<file path="src/core/fts_pkg.sv">
// Purpose: constants shared by the fan and thermal supervisor
// Assumes: sys_clk at 25 MHz, synchronous active-high reset
// Notes:   long counts are overridable parameters of the top module
//
// Overview of operation
// - at power-up fans off, after about 4 s brief full speed, then off
// - welding at or below 146 A selects low fan speed
// - current above 146 A selects full fan speed
// - fans keep running 6.5 minutes after welding ends
// - after current drops from above 146 A, hold full speed 6.5 minutes
// - overtemperature forces high fan speed until temperature is normal
// - any thermal cutout open stops power output and reports fault 6
// - restart refused until every thermal cutout has reclosed
// - start-up shows indicator a red, then all three green
// - once the application runs, indicator a flashes green continuously
// - at power-up load fieldbus bit rate 400 kbit/s from the processor
package fts_pkg;
  localparam longint CLK_HZ          = 25_000_000;
  localparam longint FAN_DELAY_MS    = 4000;
  localparam longint FAN_BLIP_MS     = 2000;
  localparam longint RUNON_DECIMIN   = 65;
  localparam longint LAMP_RED_MS     = 1000;
  localparam longint LAMP_FLASH_MS   = 500;
  localparam int     CNT_W           = 34;
  localparam logic [CNT_W-1:0] FAN_DELAY_CYC =
    CNT_W'(FAN_DELAY_MS * CLK_HZ / 1000);
  localparam logic [CNT_W-1:0] FAN_BLIP_CYC =
    CNT_W'(FAN_BLIP_MS * CLK_HZ / 1000);
  localparam logic [CNT_W-1:0] RUNON_CYC =
    CNT_W'(RUNON_DECIMIN * 6 * CLK_HZ);
  localparam logic [CNT_W-1:0] LAMP_RED_CYC =
    CNT_W'(LAMP_RED_MS * CLK_HZ / 1000);
  localparam logic [CNT_W-1:0] LAMP_FLASH_CYC =
    CNT_W'(LAMP_FLASH_MS * CLK_HZ / 1000);
  localparam logic [9:0]  HIGH_CURRENT_A  = 10'h092;
  localparam logic [9:0]  FIELDBUS_KBPS   = 10'h190;
  localparam logic [4:0]  FAULT_THERMAL   = 5'h06;
  localparam logic [4:0]  FAULT_NONE      = 5'h00;
  typedef enum logic [4:0] {
    FAN_WAIT  = 5'h01,
    FAN_BLIP  = 5'h02,
    FAN_IDLE  = 5'h04,
    FAN_WELD  = 5'h08,
    FAN_RUNON = 5'h10
  } fts_fan_state_t;
  typedef enum logic [2:0] {
    LAMP_RED   = 3'h1,
    LAMP_GREEN = 3'h2,
    LAMP_RUN   = 3'h4
  } fts_lamp_state_t;
endpackage : fts_pkg

</file>
<file path="src/core/fts_lamp_if.sv">
// Purpose: carries start-up progress to the indicator driver
// Assumes: single clock domain
// Notes:   the driver returns its four lamp levels
`timescale 1ns/1ps
`default_nettype none
interface fts_lamp_if;
  logic appRunning;
  logic indARed;
  logic indAGreen;
  logic indBGreen;
  logic indCGreen;
  modport ctrl (output appRunning, input indARed, indAGreen, indBGreen,
                indCGreen);
  modport lamp (input appRunning, output indARed, indAGreen, indBGreen,
                indCGreen);
endinterface : fts_lamp_if
`default_nettype wire

</file>
<file path="src/core/fts_status_lamps.sv">
// Purpose: start-up and run indicator sequencing
// Assumes: lamp outputs are registered
// Notes:   green stays steady until the application reports running
`timescale 1ns/1ps
`default_nettype none
module fts_status_lamps #(
  parameter logic [fts_pkg::CNT_W-1:0] RED_CYC   = fts_pkg::LAMP_RED_CYC,
  parameter logic [fts_pkg::CNT_W-1:0] FLASH_CYC = fts_pkg::LAMP_FLASH_CYC
) (
  input  wire logic   sys_clk,
  input  wire logic   reset,
  fts_lamp_if.lamp    lamps
);
  fts_pkg::fts_lamp_state_t     state_reg;
  fts_pkg::fts_lamp_state_t     state_next;
  logic [fts_pkg::CNT_W-1:0]    cnt_reg;
  logic                         flash_reg;
  wire                          cntDone = (cnt_reg == '0);
  wire                          flashOn = flash_reg;

  always_comb
  begin
    state_next = state_reg;
    case (state_reg)
      fts_pkg::LAMP_RED:   if (cntDone) state_next = fts_pkg::LAMP_GREEN;
      fts_pkg::LAMP_GREEN:
        if (lamps.appRunning)
          state_next = fts_pkg::LAMP_RUN;
      fts_pkg::LAMP_RUN:   state_next = fts_pkg::LAMP_RUN;
      default:             state_next = fts_pkg::LAMP_RED;
    endcase
  end

  always_ff @(posedge sys_clk)
  begin
    if (reset)
    begin
      state_reg <= fts_pkg::LAMP_RED;
      cnt_reg   <= RED_CYC;
      flash_reg <= 1'b1;
    end
    else
    begin
      state_reg <= state_next;
      if (state_next != state_reg)
        cnt_reg <= FLASH_CYC;
      else if (!cntDone)
        cnt_reg <= cnt_reg - 1'b1;
      else if (state_reg == fts_pkg::LAMP_RUN)
      begin
        cnt_reg   <= FLASH_CYC;
        flash_reg <= ~flash_reg;
      end
    end
  end

  always_ff @(posedge sys_clk)
  begin
    if (reset)
    begin
      lamps.indARed   <= 1'b0;
      lamps.indAGreen <= 1'b0;
      lamps.indBGreen <= 1'b0;
      lamps.indCGreen <= 1'b0;
    end
    else
    begin
      lamps.indARed   <= (state_next == fts_pkg::LAMP_RED);
      lamps.indAGreen <= (state_next == fts_pkg::LAMP_GREEN) ||
                         ((state_next == fts_pkg::LAMP_RUN) && flashOn);
      lamps.indBGreen <= (state_next == fts_pkg::LAMP_GREEN);
      lamps.indCGreen <= (state_next == fts_pkg::LAMP_GREEN);
    end
  end
endmodule : fts_status_lamps
`default_nettype wire

</file>
<file path="src/core/fts_supervisor.sv">
// Purpose: fan sequencing, thermal stop and start-up bookkeeping
// Assumes: inputs synchronous to sys_clk; reset marks mains power-up
// Notes:   current arrives as whole amperes; run-on counts are 34 bits
`timescale 1ns/1ps
`default_nettype none
module fts_supervisor #(
  parameter logic [fts_pkg::CNT_W-1:0] DELAY_CYC = fts_pkg::FAN_DELAY_CYC,
  parameter logic [fts_pkg::CNT_W-1:0] BLIP_CYC  = fts_pkg::FAN_BLIP_CYC,
  parameter logic [fts_pkg::CNT_W-1:0] RUNON_CYC = fts_pkg::RUNON_CYC,
  parameter logic [fts_pkg::CNT_W-1:0] RED_CYC   = fts_pkg::LAMP_RED_CYC,
  parameter logic [fts_pkg::CNT_W-1:0] FLASH_CYC = fts_pkg::LAMP_FLASH_CYC
) (
  input  wire logic        sys_clk,
  input  wire logic        reset,
  input  wire logic        weldActive,
  input  wire logic [9:0]  loadCurrentAmps,
  input  wire logic        overTemp,
  input  wire logic        transformer_thermal_cutout,
  input  wire logic        heatsink_thermal_cutout,
  input  wire logic        restartRequest,
  input  wire logic        appRunning,
  input  wire logic [9:0]  procBitRateKbps,
  output logic             fanOn,
  output logic             fanFullSpeed,
  output logic             powerEnable,
  output logic [4:0]       faultCode,
  output logic             fieldbusRateLoad,
  output logic [9:0]       fieldbusRateKbps,
  output logic             status_indicator_a_red,
  output logic             status_indicator_a_green,
  output logic             status_indicator_b,
  output logic             status_indicator_c
);
  fts_pkg::fts_fan_state_t     state_reg;
  fts_pkg::fts_fan_state_t     state_next;
  logic [fts_pkg::CNT_W-1:0]   timer_reg;
  logic [fts_pkg::CNT_W-1:0]   timer_next;
  logic [fts_pkg::CNT_W-1:0]   hold_reg;
  logic                        highPrev_reg;
  logic                        loaded_reg;
  logic                        tripped_reg;
  fts_lamp_if                  lampBus ();

  // saturating decrement shared by the sequence timer and the speed hold
  function automatic logic [fts_pkg::CNT_W-1:0] count_down(
    input logic [fts_pkg::CNT_W-1:0] value
  );
    return (value == '0) ? value : value - 1'b1;
  endfunction : count_down

  // cutout inputs are high when the switch is open
  wire cutoutOpen  = transformer_thermal_cutout | heatsink_thermal_cutout;
  wire highCurrent = (loadCurrentAmps > fts_pkg::HIGH_CURRENT_A);
  wire highWeld    = highCurrent && weldActive;
  wire timerDone   = (timer_reg == '0);
  wire holdActive  = (hold_reg != '0);
  wire weldOrRun   = (state_next == fts_pkg::FAN_WELD) ||
                     (state_next == fts_pkg::FAN_RUNON);
  wire fanRunNext  = weldOrRun || (state_next == fts_pkg::FAN_BLIP) ||
                     overTemp;
  // the hold loads one edge after the drop, so highPrev_reg bridges it
  wire keepFull    = highCurrent || highPrev_reg || holdActive;
  wire fullNext    = overTemp ||
                     (state_next == fts_pkg::FAN_BLIP) ||
                     (weldOrRun && keepFull);
  // a restart needs the request high while both cutouts are closed; a request held since the trip counts
  wire restartOk   = tripped_reg && !cutoutOpen && restartRequest;
  wire loadRate    = !loaded_reg;

  assign lampBus.appRunning = appRunning;

  always_comb
  begin
    state_next = state_reg;
    // every state counts down; a state that needs a fresh span reloads it
    timer_next = count_down(timer_reg);
    case (state_reg)
      // weld requests during the start-up wait and blip are ignored
      fts_pkg::FAN_WAIT:
        if (timerDone)
        begin
          state_next = fts_pkg::FAN_BLIP;
          timer_next = BLIP_CYC;
        end
      fts_pkg::FAN_BLIP:
        if (timerDone)
          state_next = fts_pkg::FAN_IDLE;
      fts_pkg::FAN_IDLE:
        if (weldActive)
          state_next = fts_pkg::FAN_WELD;
      fts_pkg::FAN_WELD:
        if (!weldActive)
        begin
          state_next = fts_pkg::FAN_RUNON;
          timer_next = RUNON_CYC;
        end
      fts_pkg::FAN_RUNON:
        if (weldActive)
          state_next = fts_pkg::FAN_WELD;
        else if (timerDone)
          state_next = fts_pkg::FAN_IDLE;
      default:
      begin
        state_next = fts_pkg::FAN_IDLE;
        timer_next = '0;
      end
    endcase
  end

  always_ff @(posedge sys_clk)
  begin
    if (reset)
    begin
      // the start-up wait counts from the release of reset
      state_reg <= fts_pkg::FAN_WAIT;
      timer_reg <= DELAY_CYC;
    end
    else
    begin
      state_reg <= state_next;
      timer_reg <= timer_next;
    end
  end

  // hold restarts on every falling edge of the high-current condition
  always_ff @(posedge sys_clk)
  begin
    if (reset)
    begin
      hold_reg     <= '0;
      highPrev_reg <= 1'b0;
    end
    else
    begin
      highPrev_reg <= highWeld;
      if (highWeld)
        hold_reg <= '0;
      else if (highPrev_reg)
        hold_reg <= RUNON_CYC;
      else if (holdActive)
        hold_reg <= count_down(hold_reg);
    end
  end

  always_ff @(posedge sys_clk)
  begin
    if (reset)
    begin
      fanOn        <= 1'b0;
      fanFullSpeed <= 1'b0;
    end
    else
    begin
      // low speed whenever the fans run without a full-speed request
      fanOn        <= fanRunNext;
      fanFullSpeed <= fullNext;
    end
  end

  // trip is held while a cutout stays open, so a new opening never loses
  always_ff @(posedge sys_clk)
  begin
    if (reset)
    begin
      tripped_reg <= 1'b0;
      powerEnable <= 1'b0;
      faultCode   <= fts_pkg::FAULT_NONE;
    end
    // an opening in the same cycle as a restart request wins
    else if (cutoutOpen)
    begin
      tripped_reg <= 1'b1;
      powerEnable <= 1'b0;
      faultCode   <= fts_pkg::FAULT_THERMAL;
    end
    else if (restartOk)
    begin
      tripped_reg <= 1'b0;
      powerEnable <= 1'b1;
      faultCode   <= fts_pkg::FAULT_NONE;
    end
    else if (!tripped_reg)
      powerEnable <= 1'b1;
  end

  // bit rate is captured once, one edge after reset release
  always_ff @(posedge sys_clk)
  begin
    if (reset)
    begin
      loaded_reg       <= 1'b0;
      fieldbusRateLoad <= 1'b0;
      // nominal rate until the processor's copy lands
      fieldbusRateKbps <= fts_pkg::FIELDBUS_KBPS;
    end
    else
    begin
      loaded_reg       <= 1'b1;
      fieldbusRateLoad <= loadRate;
      if (loadRate)
        fieldbusRateKbps <= procBitRateKbps;
    end
  end

  // indicator sequencing sits in its own module behind the interface
  fts_status_lamps #(
    .RED_CYC   (RED_CYC),
    .FLASH_CYC (FLASH_CYC)
  ) lampDrv (
    .sys_clk (sys_clk),
    .reset   (reset),
    .lamps   (lampBus)
  );

  // indicator levels come straight from the driver's registers
  assign status_indicator_a_red   = lampBus.indARed;
  assign status_indicator_a_green = lampBus.indAGreen;
  assign status_indicator_b       = lampBus.indBGreen;
  assign status_indicator_c       = lampBus.indCGreen;
endmodule : fts_supervisor
`default_nettype wire

</file>
<file path="config.mk">
export PLATFORM = sky130hd
export DESIGN_NAME = fts_supervisor
export DESIGN_NICKNAME = d
export VERILOG_FILES = /design/src/core/fts_pkg.sv /design/src/core/fts_lamp_if.sv /design/src/core/fts_status_lamps.sv /design/src/core/fts_supervisor.sv
export SDC_FILE = /design/constraint.sdc
export NUM_CORES = 1
export LEC_CHECK = 0
export ABC_AREA = 1
export BUFFER_PORTS_ARGS = -buffer_cell sky130_fd_sc_hd__buf_2
export CAP_MARGIN = 15
export CORE_ASPECT_RATIO = 1.2
export CORE_MARGIN = 1
export CORE_UTILIZATION = 50
export CTS_BUF_LIST = sky130_fd_sc_hd__clkbuf_16
export DETAILED_ROUTE_END_ITERATION = 8
export PLACE_DENSITY = 0.77
export SETUP_SLACK_MARGIN = 0.02
export SLEW_MARGIN = 20
export SYNTH_ARGS = -nofsm -noshare
export SYNTH_HDL_FRONTEND = slang
export SYNTH_SLANG_ARGS = --single-unit
</file>
<file path="constraint.sdc">
create_clock -name sys_clk -period 2.2 [get_ports sys_clk]
set_input_delay 0.22 -clock sys_clk [delete_from_list [all_inputs] [get_ports sys_clk]]
set_output_delay 0.22 -clock sys_clk [all_outputs]
set_load 0.05 [all_outputs]
</file>
==> impl_results.md <==
* Result of the run: complete, but fails checks
* Failing checks: DRC
* Remaining antenna violation count after routing at 0
* Main synth FF type: dfxtp_1
* GR Overflow Total at 0
* Highest Signal Layer: met4
* Count of unique library cells instantiated by Yosys at 41
* Insertion delay to the later sink of the worst-skew pair at 0.42 ns
* # diodes at 0
* Synth Cell Area at 7172 µm²
* Length of routed met3 wiring at 942 µm
* Data required time at the worst endpoint at 2.51 ns
* Detailed-route wire length at ~18 mm
* Flop-to-flop setup slack at 0.19 ns
* Io pins at 51
* Static leakage at 0.003855 µW
* Number of buffers inserted by port buffering at 47
* Maximum clock insertion buffer count at 2
* Yosys warning total at 0
* Power per Cell Area at 1189 nW/µm²
* Routed met2 length at 8.701 mm
* Category of the worst setup path capture point: flip-flop
* Root Buffer Master: clkbuf_16
* Class of the worst hold path: input pin to flip-flop
* Syn avg cell area at 6.678 µm²
* FFs w/ async S/R, synth at 0%
* Arrival time worst endpoint at 2.32 ns
* Part of the Yosys area used for sequential elements at a little over a third
* Std-Cell Rows at 47
* Post-route fraction of the period consumed by the critical path at 91.14%
* Combined area of the multi-input logic cells at 4019 µm²
* Die boundary height at 133.2 µm
* DRC violation count after routing at 9
* Number of antenna violations at the first check in global routing at 0
* TritonCTS buffer count at 17
* Crit path cell chain: inv_1, ha_2, nand3_4, nor2_4, nand2_2, nor3_2, nand4_1, nand2_2, nor2_1, buf_4, o21a_1
* HPWL Detailed at roughly 13 mm
* Post-route clock skew at 0.008488 ns
* Overall via count from detail_route at 7024
* Global-route wire length before repair at around 30 mm
* Layout Cells excl Fill at between 1000 and 1500
* Clk slew on worst S/H paths at 0.05 ns
* Standard cell core area at 13880 µm²
* Fraction of final layout cells with drive strength greater than 1 at 12.95%
* Number of filler instances in the final layout at 1302
* Number of nets in the layout at 1172
* Unrepaired setup endpoints after global routing: no
* Die W at between 100 and 150 µm
* Startpoint type of the worst setup path: flip-flop
* Final Setup Violations at 0
* Worst hold margin at 0.02496 ns
* Gate family responsible for the most delay along the worst path: simple AND/OR/NAND/NOR gates
* Post-Syn Instances at 1074
* Setup TNS at 0 ns
* Initial cell density of the core at about half
* Count of final hold-check violations at 0
* Routed met1 length at 7.779 mm
* Overall global routing resource usage at between 20% and 30%
* Area growth syn-to-layout at 15.60%
* Average via count per standard cell at 5.313
* Reported max-cap violation count at 0
* Placer congestion estimate at 0.9815
* Number of global-route vias before repair at around 6600
* Register-to-Register Path Depth at 11
* Cells after DPL at between 1000 and 1500
* Routed length per instance at 13.73 µm
* Path length in cells of the critical path at 11
* Floorplan die area at 14830 µm²
* First-pass iteration count of the detailed router at 7
* Number of buffers and inverters on the critical path at 2
* Number of synthesized flops with an enable pin at 0
* Clock sinks at 131
* Maximum clock rate at 498.7 MHz
* Fin. max-slew vios at 0
* Worst-path maximum fanout at 11
* Clock tree from TritonCTS: built
* Slowest cell delay on critical path at 0.30 ns
* Sequential cell area at 2623 µm²
* Count of H-tree levels built during CTS at 4
* Iter 0 DRT Violations at 467
* Worst supply voltage drop on vdd at 823.5 µV
* Critical-path cell with the highest stage delay: dfxtp_1
* Worst Path Class, Setup: flip-flop to flip-flop
* Post-synthesis sequential element count at 131
* Pin count of the biggest net entering global routing at 28
* Most repeated library cell on the critical path: nand2_2
* Minimum clock period after layout at 2.005 ns
* Number of cells traversed by the worst hold path at 3
[final timing paths]
check                                    startpoint                   to
worst max-delay path             lampDrv.cnt_reg[0]   lampDrv.cnt_reg[1]
worst min-delay path             procBitRateKbps[7]  fieldbusRateKbps[7]
worst max register to register   lampDrv.cnt_reg[0]   lampDrv.cnt_reg[1]
worst min register to register  fieldbusRateKbps[8]  fieldbusRateKbps[8]
[cell type report]
class	instances	area share, %
clock buffers	17	5.131
clock inverters	14	2.626
inverters	98	4.482
multi-input cells	820	48.48
flip-flops and latches	131	31.63
well taps	171	2.581
repair buffers	71	5.071
[per-stage QoR]
stage	setup WS [ns]	total power, µW	cell area (µm²)	util [%]
final	0.1949	9855	8290	59.74
after global routing	0.02188	10500	8290	59.74
after CTS	0.1226	9855	8268	59.57
after floorplan	0.4186	5847	7179	-
after global placement	0.2391	6682	7605	54.80
after detailed placement	0.1289	6687	7605	54.80
[repair_timing]
| item | 4_1_cts | 5_1_grt |
|---|---|---|
| gates resized for setup | 0 | 2 |
| endpoints found under the hold margin | 2 | 0 |
| hold buffers | 2 | 0 |
| buffers inserted | 0 | 2 |
| endpoints found under the setup margin | 0 | 9 |
[cell usage in the layout (no fill, tap or decap), drive strengths merged, types with 28 or more instances in the layout]
| cell | n |
|---|---|
| o21ai | 38 |
| nand2 | 244 |
| buf | 69 |
| a21oi | 45 |
| nand4 | 28 |
| nand3 | 78 |
| dfxtp | 131 |
| nor3 | 30 |
| xor2 | 45 |
| nor2 | 250 |
| inv | 95 |
[Yosys cell counts (4+ instances only)]
| library cell | n | share of area, % |
|---|---|---|
| nand2_1 | 236 | 12 |
| a21oi_1 | 45 | 3.1 |
| or2_2 | 12 | 1.0 |
| nand4_1 | 28 | 2.4 |
| clkbuf_1 | 9 | 0.47 |
| nor4_1 | 6 | 0.52 |
| nand3_1 | 74 | 5.2 |
| xnor2_1 | 20 | 2.4 |
| ha_1 | 5 | 0.87 |
| o21ai_0 | 36 | 2.5 |
| xor2_1 | 45 | 5.5 |
| buf_2 | 4 | 0.28 |
| buf_6 | 4 | 0.63 |
| buf_4 | 10 | 1.0 |
| inv_1 | 89 | 4.7 |
| nand2_2 | 7 | 0.61 |
| nor2_1 | 233 | 12 |
| nor2_4 | 5 | 0.79 |
| inv_2 | 4 | 0.21 |
| nor3_1 | 26 | 1.8 |
| dfxtp_1 | 131 | 37 |
| nor2_2 | 12 | 1.0 |
| a211oi_1 | 5 | 0.52 |
[metal layers]
layer	vias to the layer above	global-route usage, %
met4	0	15.17
met2	234	42.53
met1	3175	30.31
li1	3552	-
met3	63	4.868
met5	-	0
[logic make-up (layout without fill, tap and decap cells)]
kind of cell / count (synthesis) / after routing / synth area share [%]
simple gates: 654 / 654 / 40.13
flops: 131 / 131 / 36.57
buf+inv: 125 / 200 / 7.606
compound gates: 93 / 93 / 6.839
xor+xnor: 65 / 65 / 7.938
fa+ha+maj: 5 / 5 / 0.8723
other cells: 1 / 3 / 0.05229
[worst register-to-register path, cell delays in order, from the launching register on]
cell     delay [ns]
dfxtp_1        0.30
inv_1          0.12
ha_2           0.25
nand3_4        0.13
nor2_4         0.18
nand2_2        0.07
nor3_2         0.17
nand4_1        0.17
nand2_2        0.15
nor2_1         0.05
buf_4          0.19
o21a_1         0.11
[report_power, final]
part / switching (µW) / internal (µW) / leakage [µW]
sequential: 302 / 2700 / 0.00107
clock: 1040 / 2090 / 0.000316
combinational: 2410 / 1310 / 0.00247
Note: power is estimated with default switching activity, not from simulation.
